`src/hdl/cpfad_pkg.sv`:
```
package cpfad_pkg;

  // ==========================================================================
  // Opcode patterns
  localparam logic [7:0] OP_LOAD_EA      = 8'h8D;  // 10001101
  localparam logic [7:0] OP_LOAD_PTR_DS  = 8'hC5;  // 11000101
  localparam logic [7:0] OP_LOAD_PTR_ES  = 8'hC4;  // 11000100
  localparam logic [7:0] OP_FLAGS_TO_AH  = 8'h9F;  // 10011111
  localparam logic [7:0] OP_AH_TO_FLAGS  = 8'h9E;  // 10011110
  localparam logic [5:0] OP_ADC_RM_HI    = 6'h04;  // 000100dw
  localparam logic [5:0] OP_GRP_IMM_HI   = 6'h20;  // 100000sw
  localparam logic [6:0] OP_ADC_ACC_HI   = 7'h0A;  // 0001010w
  localparam logic [2:0] GRP_IMM_ADC     = 3'h2;   // reg field 010

  // ==========================================================================
  // Mod/reg/r-m field layout
  localparam int unsigned MOD_MSB = 7;
  localparam int unsigned MOD_LSB = 6;
  localparam int unsigned REG_MSB = 5;
  localparam int unsigned REG_LSB = 3;
  localparam int unsigned RM_MSB  = 2;
  localparam int unsigned RM_LSB  = 0;
  localparam logic [1:0] MOD_NO_DISP = 2'h0;
  localparam logic [1:0] MOD_DISP8   = 2'h1;
  localparam logic [1:0] MOD_REG     = 2'h3;
  localparam logic [2:0] RM_DIRECT   = 3'h6;
  localparam int unsigned BIT_W = 0;
  localparam int unsigned BIT_D = 1;
  localparam int unsigned BIT_S = 1;

  // ==========================================================================
  // Clock counts
  localparam int unsigned CLK_W = 5;
  localparam logic [CLK_W-1:0] CLK_LOAD_EA      = 5'h03;
  localparam logic [CLK_W-1:0] CLK_PTR_REAL     = 5'h07;
  localparam logic [CLK_W-1:0] CLK_PTR_PROT     = 5'h15;
  localparam logic [CLK_W-1:0] CLK_FLAGS_XFER   = 5'h02;
  localparam logic [CLK_W-1:0] CLK_ADC_REG      = 5'h02;
  localparam logic [CLK_W-1:0] CLK_ADC_MEM      = 5'h07;
  localparam logic [CLK_W-1:0] CLK_ADC_IMM_REG  = 5'h03;
  localparam logic [CLK_W-1:0] CLK_ADC_IMM_MEM  = 5'h07;
  localparam logic [CLK_W-1:0] CLK_ADC_IMM_ACC  = 5'h03;
  localparam logic [CLK_W-1:0] CLK_ONE          = 5'h01;

  localparam logic [1:0] DISP_NONE = 2'h0;
  localparam logic [1:0] DISP_BYTE = 2'h1;
  localparam logic [1:0] DISP_WORD = 2'h2;

  typedef enum logic [3:0] {
    K_NONE,
    K_LOAD_EA,
    K_LOAD_PTR_DS,
    K_LOAD_PTR_ES,
    K_FLAGS_TO_AH,
    K_AH_TO_FLAGS,
    K_ADC_RM,
    K_ADC_IMM_RM,
    K_ADC_IMM_ACC
  } cpfad_kind_t;

  typedef enum logic [2:0] {
    S_OPCODE,
    S_MODRM,
    S_DISP,
    S_IMM_LO,
    S_IMM_HI,
    S_EXEC
  } cpfad_state_t;

endpackage

```
`src/hdl/cpfad_decoder.sv`:
```
`timescale 1ns/1ps
`default_nettype none

// Function
// RL1 - Opcode 10001101 with a mod/reg/r-m byte is load-effective-address and runs 3 clocks.
// RL2 - Opcode 11000101 with a memory mod loads a pointer with the data segment, 7 or 21 clocks.
// RL3 - Opcode 11000100 with a memory mod loads a pointer with the extra segment, 7 or 21 clocks.
// RL4 - Opcode 10011111 copies the low flag byte to the high accumulator byte in 2 clocks.
// RL5 - Opcode 10011110 writes the high accumulator byte into the low flag byte in 2 clocks.
// RL6 - Add-with-carry decodes from 000100dw (2 or 7 clocks), 100000sw with reg 010 (3 or 7 clocks), and 0001010w (3 clocks).
// RL7 - Bit w selects byte or word, bit d the direction, and bit s sign-extends a byte immediate.
module cpfad_decoder
  import cpfad_pkg::*;
(
  input  wire logic             clk_in,
  input  wire logic             rst_n_in,
  input  wire logic             byte_valid_in,
  input  wire logic [7:0]       byte_in,
  input  wire logic             prot_mode_in,
  output logic                  byte_ready_out,
  output logic                  op_valid_out,
  output cpfad_kind_t           op_kind_out,
  output logic                  op_prot_out,
  output logic                  op_word_out,
  output logic                  op_dir_out,
  output logic                  op_sext_out,
  output logic [1:0]            op_mod_out,
  output logic [2:0]            op_reg_out,
  output logic [2:0]            op_rm_out,
  output logic [15:0]           op_disp_out,
  output logic [15:0]           op_imm_out,
  output logic [CLK_W-1:0]      op_clocks_out,
  output logic                  exec_busy_out,
  output logic                  exec_done_out,
  output logic                  bad_op_out
);

  // ==========================================================================
  // Helpers
  function automatic cpfad_kind_t classify(input logic [7:0] b);
    if (b == OP_LOAD_EA)                classify = K_LOAD_EA;       // [RL1]
    else if (b == OP_LOAD_PTR_DS)       classify = K_LOAD_PTR_DS;   // [RL2]
    else if (b == OP_LOAD_PTR_ES)       classify = K_LOAD_PTR_ES;   // [RL3]
    else if (b == OP_FLAGS_TO_AH)       classify = K_FLAGS_TO_AH;   // [RL4]
    else if (b == OP_AH_TO_FLAGS)       classify = K_AH_TO_FLAGS;   // [RL5]
    else if (b[7:2] == OP_ADC_RM_HI)    classify = K_ADC_RM;        // [RL6]
    else if (b[7:2] == OP_GRP_IMM_HI)   classify = K_ADC_IMM_RM;    // [RL6]
    else if (b[7:1] == OP_ADC_ACC_HI)   classify = K_ADC_IMM_ACC;   // [RL6]
    else                                classify = K_NONE;
  endfunction

  function automatic logic [1:0] disp_len(input logic [1:0] md, input logic [2:0] rm);
    if (md == MOD_DISP8)                               disp_len = DISP_BYTE;
    else if (md == MOD_REG)                            disp_len = DISP_NONE;
    else if (md == MOD_NO_DISP && rm != RM_DIRECT)     disp_len = DISP_NONE;
    else                                               disp_len = DISP_WORD;
  endfunction

  function automatic logic [CLK_W-1:0] clocks_of(input cpfad_kind_t k, input logic reg_form,
                                                 input logic prot);
    case (k)
      K_LOAD_EA:     clocks_of = CLK_LOAD_EA;                                  // [RL1]
      K_LOAD_PTR_DS,
      K_LOAD_PTR_ES: clocks_of = prot ? CLK_PTR_PROT : CLK_PTR_REAL;          // [RL2] [RL3]
      K_FLAGS_TO_AH,
      K_AH_TO_FLAGS: clocks_of = CLK_FLAGS_XFER;                               // [RL4] [RL5]
      K_ADC_RM:      clocks_of = reg_form ? CLK_ADC_REG : CLK_ADC_MEM;
      K_ADC_IMM_RM:  clocks_of = reg_form ? CLK_ADC_IMM_REG : CLK_ADC_IMM_MEM;
      K_ADC_IMM_ACC: clocks_of = CLK_ADC_IMM_ACC;                              // [RL6]
      default:       clocks_of = CLK_ONE;
    endcase
  endfunction

  // ==========================================================================
  // State
  cpfad_state_t      state_q, state_d;
  cpfad_kind_t       kind_q, kind_now;
  logic [7:0]        opc_q;
  logic [1:0]        mod_q;
  logic [2:0]        reg_q, rm_q;
  logic [1:0]        left_q;
  logic              disp_first_q;
  logic [15:0]       disp_q, imm_q;
  logic [CLK_W-1:0]  cnt_q, clocks_q;
  logic              ready_q, valid_q, prot_q, busy_q, done_q, bad_q;
  logic              sext_q, dir_q;
  logic              accept, finish, bad, reg_form_now, imm_sext, imm_two;

  assign accept   = byte_valid_in && ready_q;
  assign kind_now = (state_q == S_OPCODE) ? classify(byte_in) : kind_q;
  assign reg_form_now = (state_q == S_MODRM) ? (byte_in[MOD_MSB:MOD_LSB] == MOD_REG)
                                             : (mod_q == MOD_REG);
  // s only widens a byte immediate into a word operand
  assign imm_sext = (kind_q == K_ADC_IMM_RM) && opc_q[BIT_S] && opc_q[BIT_W];       // [RL7]
  assign imm_two  = opc_q[BIT_W] && !((kind_q == K_ADC_IMM_RM) && opc_q[BIT_S]);   // [RL7]

  // ==========================================================================
  // Sequencing
  always_comb
  begin
    state_d = state_q;
    finish  = 1'b0;
    bad     = 1'b0;
    case (state_q)
      S_OPCODE:
      begin
        if (accept)
        begin
          if (kind_now == K_NONE)
            bad = 1'b1;
          else if (kind_now == K_ADC_IMM_ACC)
            state_d = S_IMM_LO;
          else if (kind_now == K_FLAGS_TO_AH || kind_now == K_AH_TO_FLAGS)
            finish = 1'b1;                                                    // [RL4] [RL5]
          else
            state_d = S_MODRM;
        end
      end
      S_MODRM:
      begin
        if (accept)
        begin
          if (kind_q == K_ADC_IMM_RM && byte_in[REG_MSB:REG_LSB] != GRP_IMM_ADC)
          begin
            bad     = 1'b1;                                                   // [RL6]
            state_d = S_OPCODE;
          end
          else if ((kind_q == K_LOAD_PTR_DS || kind_q == K_LOAD_PTR_ES) &&
                   byte_in[MOD_MSB:MOD_LSB] == MOD_REG)
          begin
            bad     = 1'b1;                                                   // [RL2] [RL3]
            state_d = S_OPCODE;
          end
          else if (disp_len(byte_in[MOD_MSB:MOD_LSB], byte_in[RM_MSB:RM_LSB]) != DISP_NONE)
            state_d = S_DISP;
          else if (kind_q == K_ADC_IMM_RM)
            state_d = S_IMM_LO;
          else
            finish = 1'b1;
        end
      end
      S_DISP:
      begin
        if (accept && left_q == DISP_BYTE)
        begin
          if (kind_q == K_ADC_IMM_RM)
            state_d = S_IMM_LO;
          else
            finish = 1'b1;
        end
      end
      S_IMM_LO:
      begin
        if (accept)
        begin
          if (imm_two)
            state_d = S_IMM_HI;
          else
            finish = 1'b1;
        end
      end
      S_IMM_HI:
      begin
        if (accept)
          finish = 1'b1;
      end
      S_EXEC:
      begin
        if (cnt_q == '0)
          state_d = S_OPCODE;
      end
      default: state_d = S_OPCODE;
    endcase
    if (finish)
      state_d = S_EXEC;
  end

  always_ff @(posedge clk_in or negedge rst_n_in)
  begin
    if (!rst_n_in)
    begin
      state_q <= S_OPCODE;
      ready_q <= 1'b1;
      busy_q  <= 1'b0;
      done_q  <= 1'b0;
      valid_q <= 1'b0;
      bad_q   <= 1'b0;
    end
    else
    begin
      state_q <= state_d;
      // No new bytes are taken while an operation is timing out
      ready_q <= (state_d != S_EXEC);
      busy_q  <= (state_d == S_EXEC);
      done_q  <= (state_q == S_EXEC) && (cnt_q == '0);
      valid_q <= finish;
      bad_q   <= bad;
    end
  end

  // ==========================================================================
  // Instruction fields
  always_ff @(posedge clk_in or negedge rst_n_in)
  begin
    if (!rst_n_in)
    begin
      kind_q <= K_NONE;
      sext_q <= 1'b0;
      dir_q  <= 1'b0;
      opc_q  <= 8'h00;
      mod_q  <= 2'h0;
      reg_q  <= 3'h0;
      rm_q   <= 3'h0;
    end
    else if (accept && state_q == S_OPCODE)
    begin
      kind_q <= kind_now;
      // Registered so the outputs come straight from flip-flops
      sext_q <= (kind_now == K_ADC_IMM_RM) && byte_in[BIT_S] && byte_in[BIT_W];     // [RL7]
      dir_q  <= (kind_now == K_ADC_RM) && byte_in[BIT_D];                           // [RL7]
      opc_q  <= byte_in;
      mod_q  <= 2'h0;
      reg_q  <= 3'h0;
      rm_q   <= 3'h0;
    end
    else if (accept && state_q == S_MODRM)
    begin
      mod_q <= byte_in[MOD_MSB:MOD_LSB];
      reg_q <= byte_in[REG_MSB:REG_LSB];
      rm_q  <= byte_in[RM_MSB:RM_LSB];
    end
  end

  always_ff @(posedge clk_in or negedge rst_n_in)
  begin
    if (!rst_n_in)
    begin
      left_q       <= DISP_NONE;
      disp_first_q <= 1'b1;
      disp_q       <= 16'h0000;
    end
    else if (accept && state_q == S_OPCODE)
      disp_q <= 16'h0000;
    else if (accept && state_q == S_MODRM)
    begin
      left_q       <= disp_len(byte_in[MOD_MSB:MOD_LSB], byte_in[RM_MSB:RM_LSB]);
      disp_first_q <= 1'b1;
    end
    else if (accept && state_q == S_DISP)
    begin
      left_q       <= left_q - DISP_BYTE;
      disp_first_q <= 1'b0;
      if (disp_first_q)
        disp_q <= {(mod_q == MOD_DISP8) ? {8{byte_in[7]}} : 8'h00, byte_in};
      else
        disp_q[15:8] <= byte_in;
    end
  end

  always_ff @(posedge clk_in or negedge rst_n_in)
  begin
    if (!rst_n_in)
      imm_q <= 16'h0000;
    else if (accept && state_q == S_OPCODE)
      imm_q <= 16'h0000;
    else if (accept && state_q == S_IMM_LO)
      imm_q <= {imm_sext ? {8{byte_in[7]}} : 8'h00, byte_in};                  // [RL7]
    else if (accept && state_q == S_IMM_HI)
      imm_q[15:8] <= byte_in;
  end

  // ==========================================================================
  // Execution timing
  always_ff @(posedge clk_in or negedge rst_n_in)
  begin
    if (!rst_n_in)
    begin
      cnt_q    <= '0;
      clocks_q <= '0;
      prot_q   <= 1'b0;
    end
    else if (finish)
    begin
      // Mode is sampled at the last byte so a switch mid-fetch is harmless
      clocks_q <= clocks_of(kind_now, reg_form_now, prot_mode_in);
      cnt_q    <= clocks_of(kind_now, reg_form_now, prot_mode_in) - CLK_ONE;
      prot_q   <= prot_mode_in;
    end
    else if (state_q == S_EXEC && cnt_q != '0)
      cnt_q <= cnt_q - CLK_ONE;
  end

  assign byte_ready_out = ready_q;
  assign op_valid_out   = valid_q;
  assign op_kind_out    = kind_q;
  assign op_prot_out    = prot_q;
  assign op_word_out    = opc_q[BIT_W];                                         // [RL7]
  assign op_dir_out     = dir_q;                                                 // [RL7]
  assign op_sext_out    = sext_q;
  assign op_mod_out     = mod_q;
  assign op_reg_out     = reg_q;
  assign op_rm_out      = rm_q;
  assign op_disp_out    = disp_q;
  assign op_imm_out     = imm_q;
  assign op_clocks_out  = clocks_q;
  assign exec_busy_out  = busy_q;
  assign exec_done_out  = done_q;
  assign bad_op_out     = bad_q;

  // ==========================================================================
  // Checks
  logic [CLK_W-1:0] busy_run_q;
  always_ff @(posedge clk_in or negedge rst_n_in)
  begin
    if (!rst_n_in)
      busy_run_q <= '0;
    else
      busy_run_q <= busy_q ? busy_run_q + CLK_ONE : '0;
  end
endmodule

`default_nettype wire

```
`config.mk`:
```
export PLATFORM = sky130hd
export DESIGN_NAME = cpfad_decoder
export DESIGN_NICKNAME = d
export VERILOG_FILES = /design/src/hdl/cpfad_pkg.sv /design/src/hdl/cpfad_decoder.sv
export SDC_FILE = /design/constraint.sdc
export NUM_CORES = 1
export LEC_CHECK = 0
export BUFFER_PORTS_ARGS = -buffer_cell sky130_fd_sc_hd__buf_4
export CORE_MARGIN = 8
export CORE_UTILIZATION = 40
export CTS_CLUSTER_DIAMETER = 60
export DETAILED_ROUTE_END_ITERATION = 10
export SLEW_MARGIN = 40
export SYNTH_ARGS = -nofsm -noshare
export SYNTH_HDL_FRONTEND = slang
export SYNTH_SLANG_ARGS = --single-unit
```
`constraint.sdc`:
```
create_clock -name clk_in -period 4.35 [get_ports clk_in]
set_input_delay 0.2175 -clock clk_in [delete_from_list [all_inputs] [get_ports clk_in]]
set_output_delay 0.2175 -clock clk_in [all_outputs]
set_load 0.01 [all_outputs]
```
==> summary.txt <==
Yosys
  – Syn nets: ~410
  – Synth Area in Compound Gates: approximately a fifth
  – YS warnings: 0
  – Distinct cells, synth: 65
  – Register area share after synthesis: 48.9%
  – Post-Syn Area: between 0.003 and 0.004 mm^2
  – Post-synth EDFFs: 0
  – Post-synthesis adder-cell area fraction: 0.707%
  – Mux cell area share after synthesis: 3.15%
  – Post-synthesis cell count: around 400
  – Main combinational cell family by area after synthesis: simple AND/OR/NAND/NOR gates
  – Syn avg cell area: 8.98 um^2
  – Ys async rst share: 100%
  – Top_reg_cell synth: dfrtp_1
  – Synth Area in Simple Gates: 23.4%
  – Yosys reg bits: 69
  – XOR/XNOR Fraction of Synth Area: less than 1%

Global route
  – M1 GR Usage: 23.5%
  – Vias in the first global route: between 3,000 and 4,000
  – Initial antenna violation count: 0
  – Total global-route track usage: between 15 and 20%
  – Busiest layer in global routing: met2
  – Global-route track usage on met2: 25.9%
  – Largest net degree at the start of global routing: 70
  – Met3 Usage GRT: 4.59%
  – GRT overflow: 0
  – First-pass GRT wire length: 16,200 um

Place
  – Final Wtd Congestion: 0.874
  – Port Buf Inserts: ~70
  – Final HPWL from detailed placement: 7170 um

STA
  – Peak Freq: between 200 and 300 MHz
  – Max Slew Vio Count: 0
  – Tcrit/Tclk final: between 80% and 90%
  – Max-slew headroom: 56.9%
  – Worst-Margin Slew: 0.639 ns
  – Final setup fails: 0
  – Setup TNS: 0 ns
  – Endpoints failing hold: 0
  – Fin Clk Skew: 0.0114 ns
  – Tmin final: between 3 and 4 ns
  – RSZ-0062 raised after global routing: no

Final layout
  – Antenna diodes: 0
  – Syn-to-layout area delta: 23.6%
  – Nets@finish: 467
  – Most common cell after layout, fill and taps aside: nand2_1
  – Util after Layout: 50.6%
  – Most frequent cells in the layout: nand2_1, buf_4, dfrtp_1, o21ai_0, nor2_1
  – Layout cells sized above 1: a little under a quarter
  – Fillcell total: 837

Setup path
  – CP Capture Type: register
  – Req. time, crit path: 4.57 ns
  – Crit path kind: reg -> reg
  – Crit path DAT: 3.74 ns
  – Crit-path cells: or3_4, or4_4, and2_4, o211a_2, nor2_1, a221o_1, o21ai_0, ha_1, a2bb2oi_1, a221o_1
  – Critical path's most frequent cell: a221o_1
  – Startpoint types: register
  – Max stage delay on crit path: 0.61 ns
  – Worst path slowest cell: dfrtp_1
  – Crit Path Max Fanout: 21

Power and ir drop
  – PwrDens: 690 mW/mm^2
  – Leak: 2.09 nW
  – VDD IR max: 237 uV

CTS
  – Cts repair resizes: 0
  – Worst skew pair latency: 0.35 ns
  – Clock Tree Buf Depth: 2
  – CTS tree: built
  – Root Driver: clkbuf_8
  – CTS clk-pin slew, worst paths: roughly 0.080 ns
  – Setup Fix Bufs, Post-CTS: 0
  – Hold_buf cts: 1
  – Sink Count: 69
  – H-tree depth: 3
  – TritonCTS buffer count: 9

Floorplanning
  – Die width: 110 um
  – # IOs: 70
  – Full die area: 0.0121 mm^2
  – Core ar.: about 0.0086 mm^2
  – Die Y: 110 um
  – Row count: 34
  – Initial Utilization: 41.0%

Route
  – Vias per inst: approximately 5.4
  – Routed Wire Length: roughly 10,000 um
  – Drc violations: 0
  – Vias: 3,060
  – Antenna-violating nets left: 0
  – Mean routed wirelength per cell: 17.9 um
  – Drt first pass iters: 4
  – Iteration-0 DRC Markers: 184

Run
  – Maxcap violations: 0

Worst hold path
  – Hold crit path type: in -> reg

Run status
  – Status: complete, no violations
-- critical path, delay by kind of cell (launching register included) --
family | cells | cell delay (ns)
AO/OA/AOI/OAI | 5 | 0.95
adder cells (fa/ha/maj) | 1 | 0.25
AND/OR/NAND/NOR | 4 | 1.58
flip-flops | 1 | 0.61
-- synth_stat cells (all sizes together) (3+ instances only) --
| cell type | count | share of area [%] |
|---|---|---|
| a21o | 3 | 0.64 |
| a21oi | 24 | 3.4 |
| a221o | 3 | 0.85 |
| a221oi | 3 | 1.2 |
| a31oi | 3 | 0.53 |
| and2 | 5 | 1.0 |
| and4b | 3 | 0.85 |
| buf | 7 | 1.1 |
| clkbuf | 18 | 1.9 |
| dfrtp | 67 | 47 |
| inv | 9 | 0.96 |
| mux2i | 10 | 2.8 |
| nand2 | 80 | 8.5 |
| nand3 | 5 | 0.71 |
| nand3b | 3 | 0.64 |
| nand4 | 3 | 0.53 |
| nor2 | 35 | 3.7 |
| nor3 | 9 | 1.3 |
| nor4b | 4 | 0.99 |
| o211ai | 3 | 0.64 |
| o21a | 5 | 1.1 |
| o21ai | 40 | 5.7 |
| o31ai | 3 | 0.64 |
| or2 | 5 | 0.88 |
| or3 | 5 | 1.2 |
-- cell type report --
| class | count | area (um^2) | share of cell area [%] |
|---|---|---|---|
| sequential | 69 | 1730 | 39.6 |
| multi-input combinational | 291 | 1680 | 38.4 |
| clock inverter | 6 | 111 | 2.55 |
| timing repair buffer | 73 | 554 | 12.7 |
| clock buffer | 10 | 128 | 2.92 |
| inverter | 9 | 33.8 | 0.773 |
| tap | 108 | 135 | 3.09 |
-- power breakdown --
group / leakage [nW] / internal (mW) / switching, mW / total (mW)
Combinational: 1.08 / 0.566 / 0.697 / 1.26
Sequential: 0.895 / 0.896 / 0.221 / 1.12
Clock: 0.116 / 0.381 / 0.253 / 0.635
Total: 2.09 / 1.84 / 1.17 / 3.01
-- logic make-up (layout without fill, tap and decap cells) --
group | after synthesis | in the layout
mux | 11 | 11
flops | 69 | 69
fa+ha+maj | 2 | 2
buf+inv | 34 | 98
compound gates | 104 | 104
other cells | 1 | 1
xor+xnor | 2 | 2
simple gates | 171 | 171
-- final timing paths --
kind / slack, ns / cells past startpoint / to / startpoint
setup / recovery: 0.83 / 10 / cnt_q[2]$_DFFE_PN0P_ / state_q[0]$_DFF_PN0_
hold / removal: 0.1 / 3 / op_prot_out$_DFFE_PN0N_ / prot_mode_in
setup reg to reg: 0.83 / 10 / cnt_q[2]$_DFFE_PN0P_ / state_q[0]$_DFF_PN0_
hold reg to reg: 0.48 / 2 / op_prot_out$_DFFE_PN0N_ / op_prot_out$_DFFE_PN0N_
max in group asynchronous: 3.46 / 2 / op_disp_out[4]$_DFFE_PN0P_ / rst_n_in
min in group asynchronous: 0.43 / 2 / op_rm_out[2]$_DFFE_PN0P_ / rst_n_in
-- layer usage --
layer | wire (um) | vias to the layer above
met5 | 0 | -
met4 | 92 | 0
met3 | 766 | 7
met2 | 4630 | 90
met1 | 4660 | 1459
li1 | - | 1504
-- sequential cells by signal, summed over array words and instances (netlist names) --
name and cells:
op_kind_out 4, op_reg_out 3, byte_ready_out 1, op_valid_out 1
op_sext_out 1, opc_q 2, op_rm_out 3, op_mod_out 2
op_disp_out 16, left_q 2, cnt_q 5, exec_done_out 1
exec_busy_out 1, bad_op_out 1, op_prot_out 1, op_dir_out 1
op_imm_out 16, state_q 3, op_clocks_out 4, disp_first_q 1
-- per-stage QoR --
stage / hold slack [ns] / instance area, um^2 / power (mW) / cells / worst slack (ns)
floorplan: -0.0781 / 3540 / 1.84 / 394 / 1.29
global placement: 0.395 / 4110 / 2.39 / 549 / 0.975
detailed placement: 0.269 / 4120 / 2.40 / 549 / 0.861
CTS: 0.0795 / 4370 / 3.05 / 566 / 0.846
global route: 0.108 / 4370 / 3.24 / 566 / 0.625
finish: 0.0971 / 4370 / 3.01 / 566 / 0.830
Note: power is estimated with default switching activity, not from simulation.
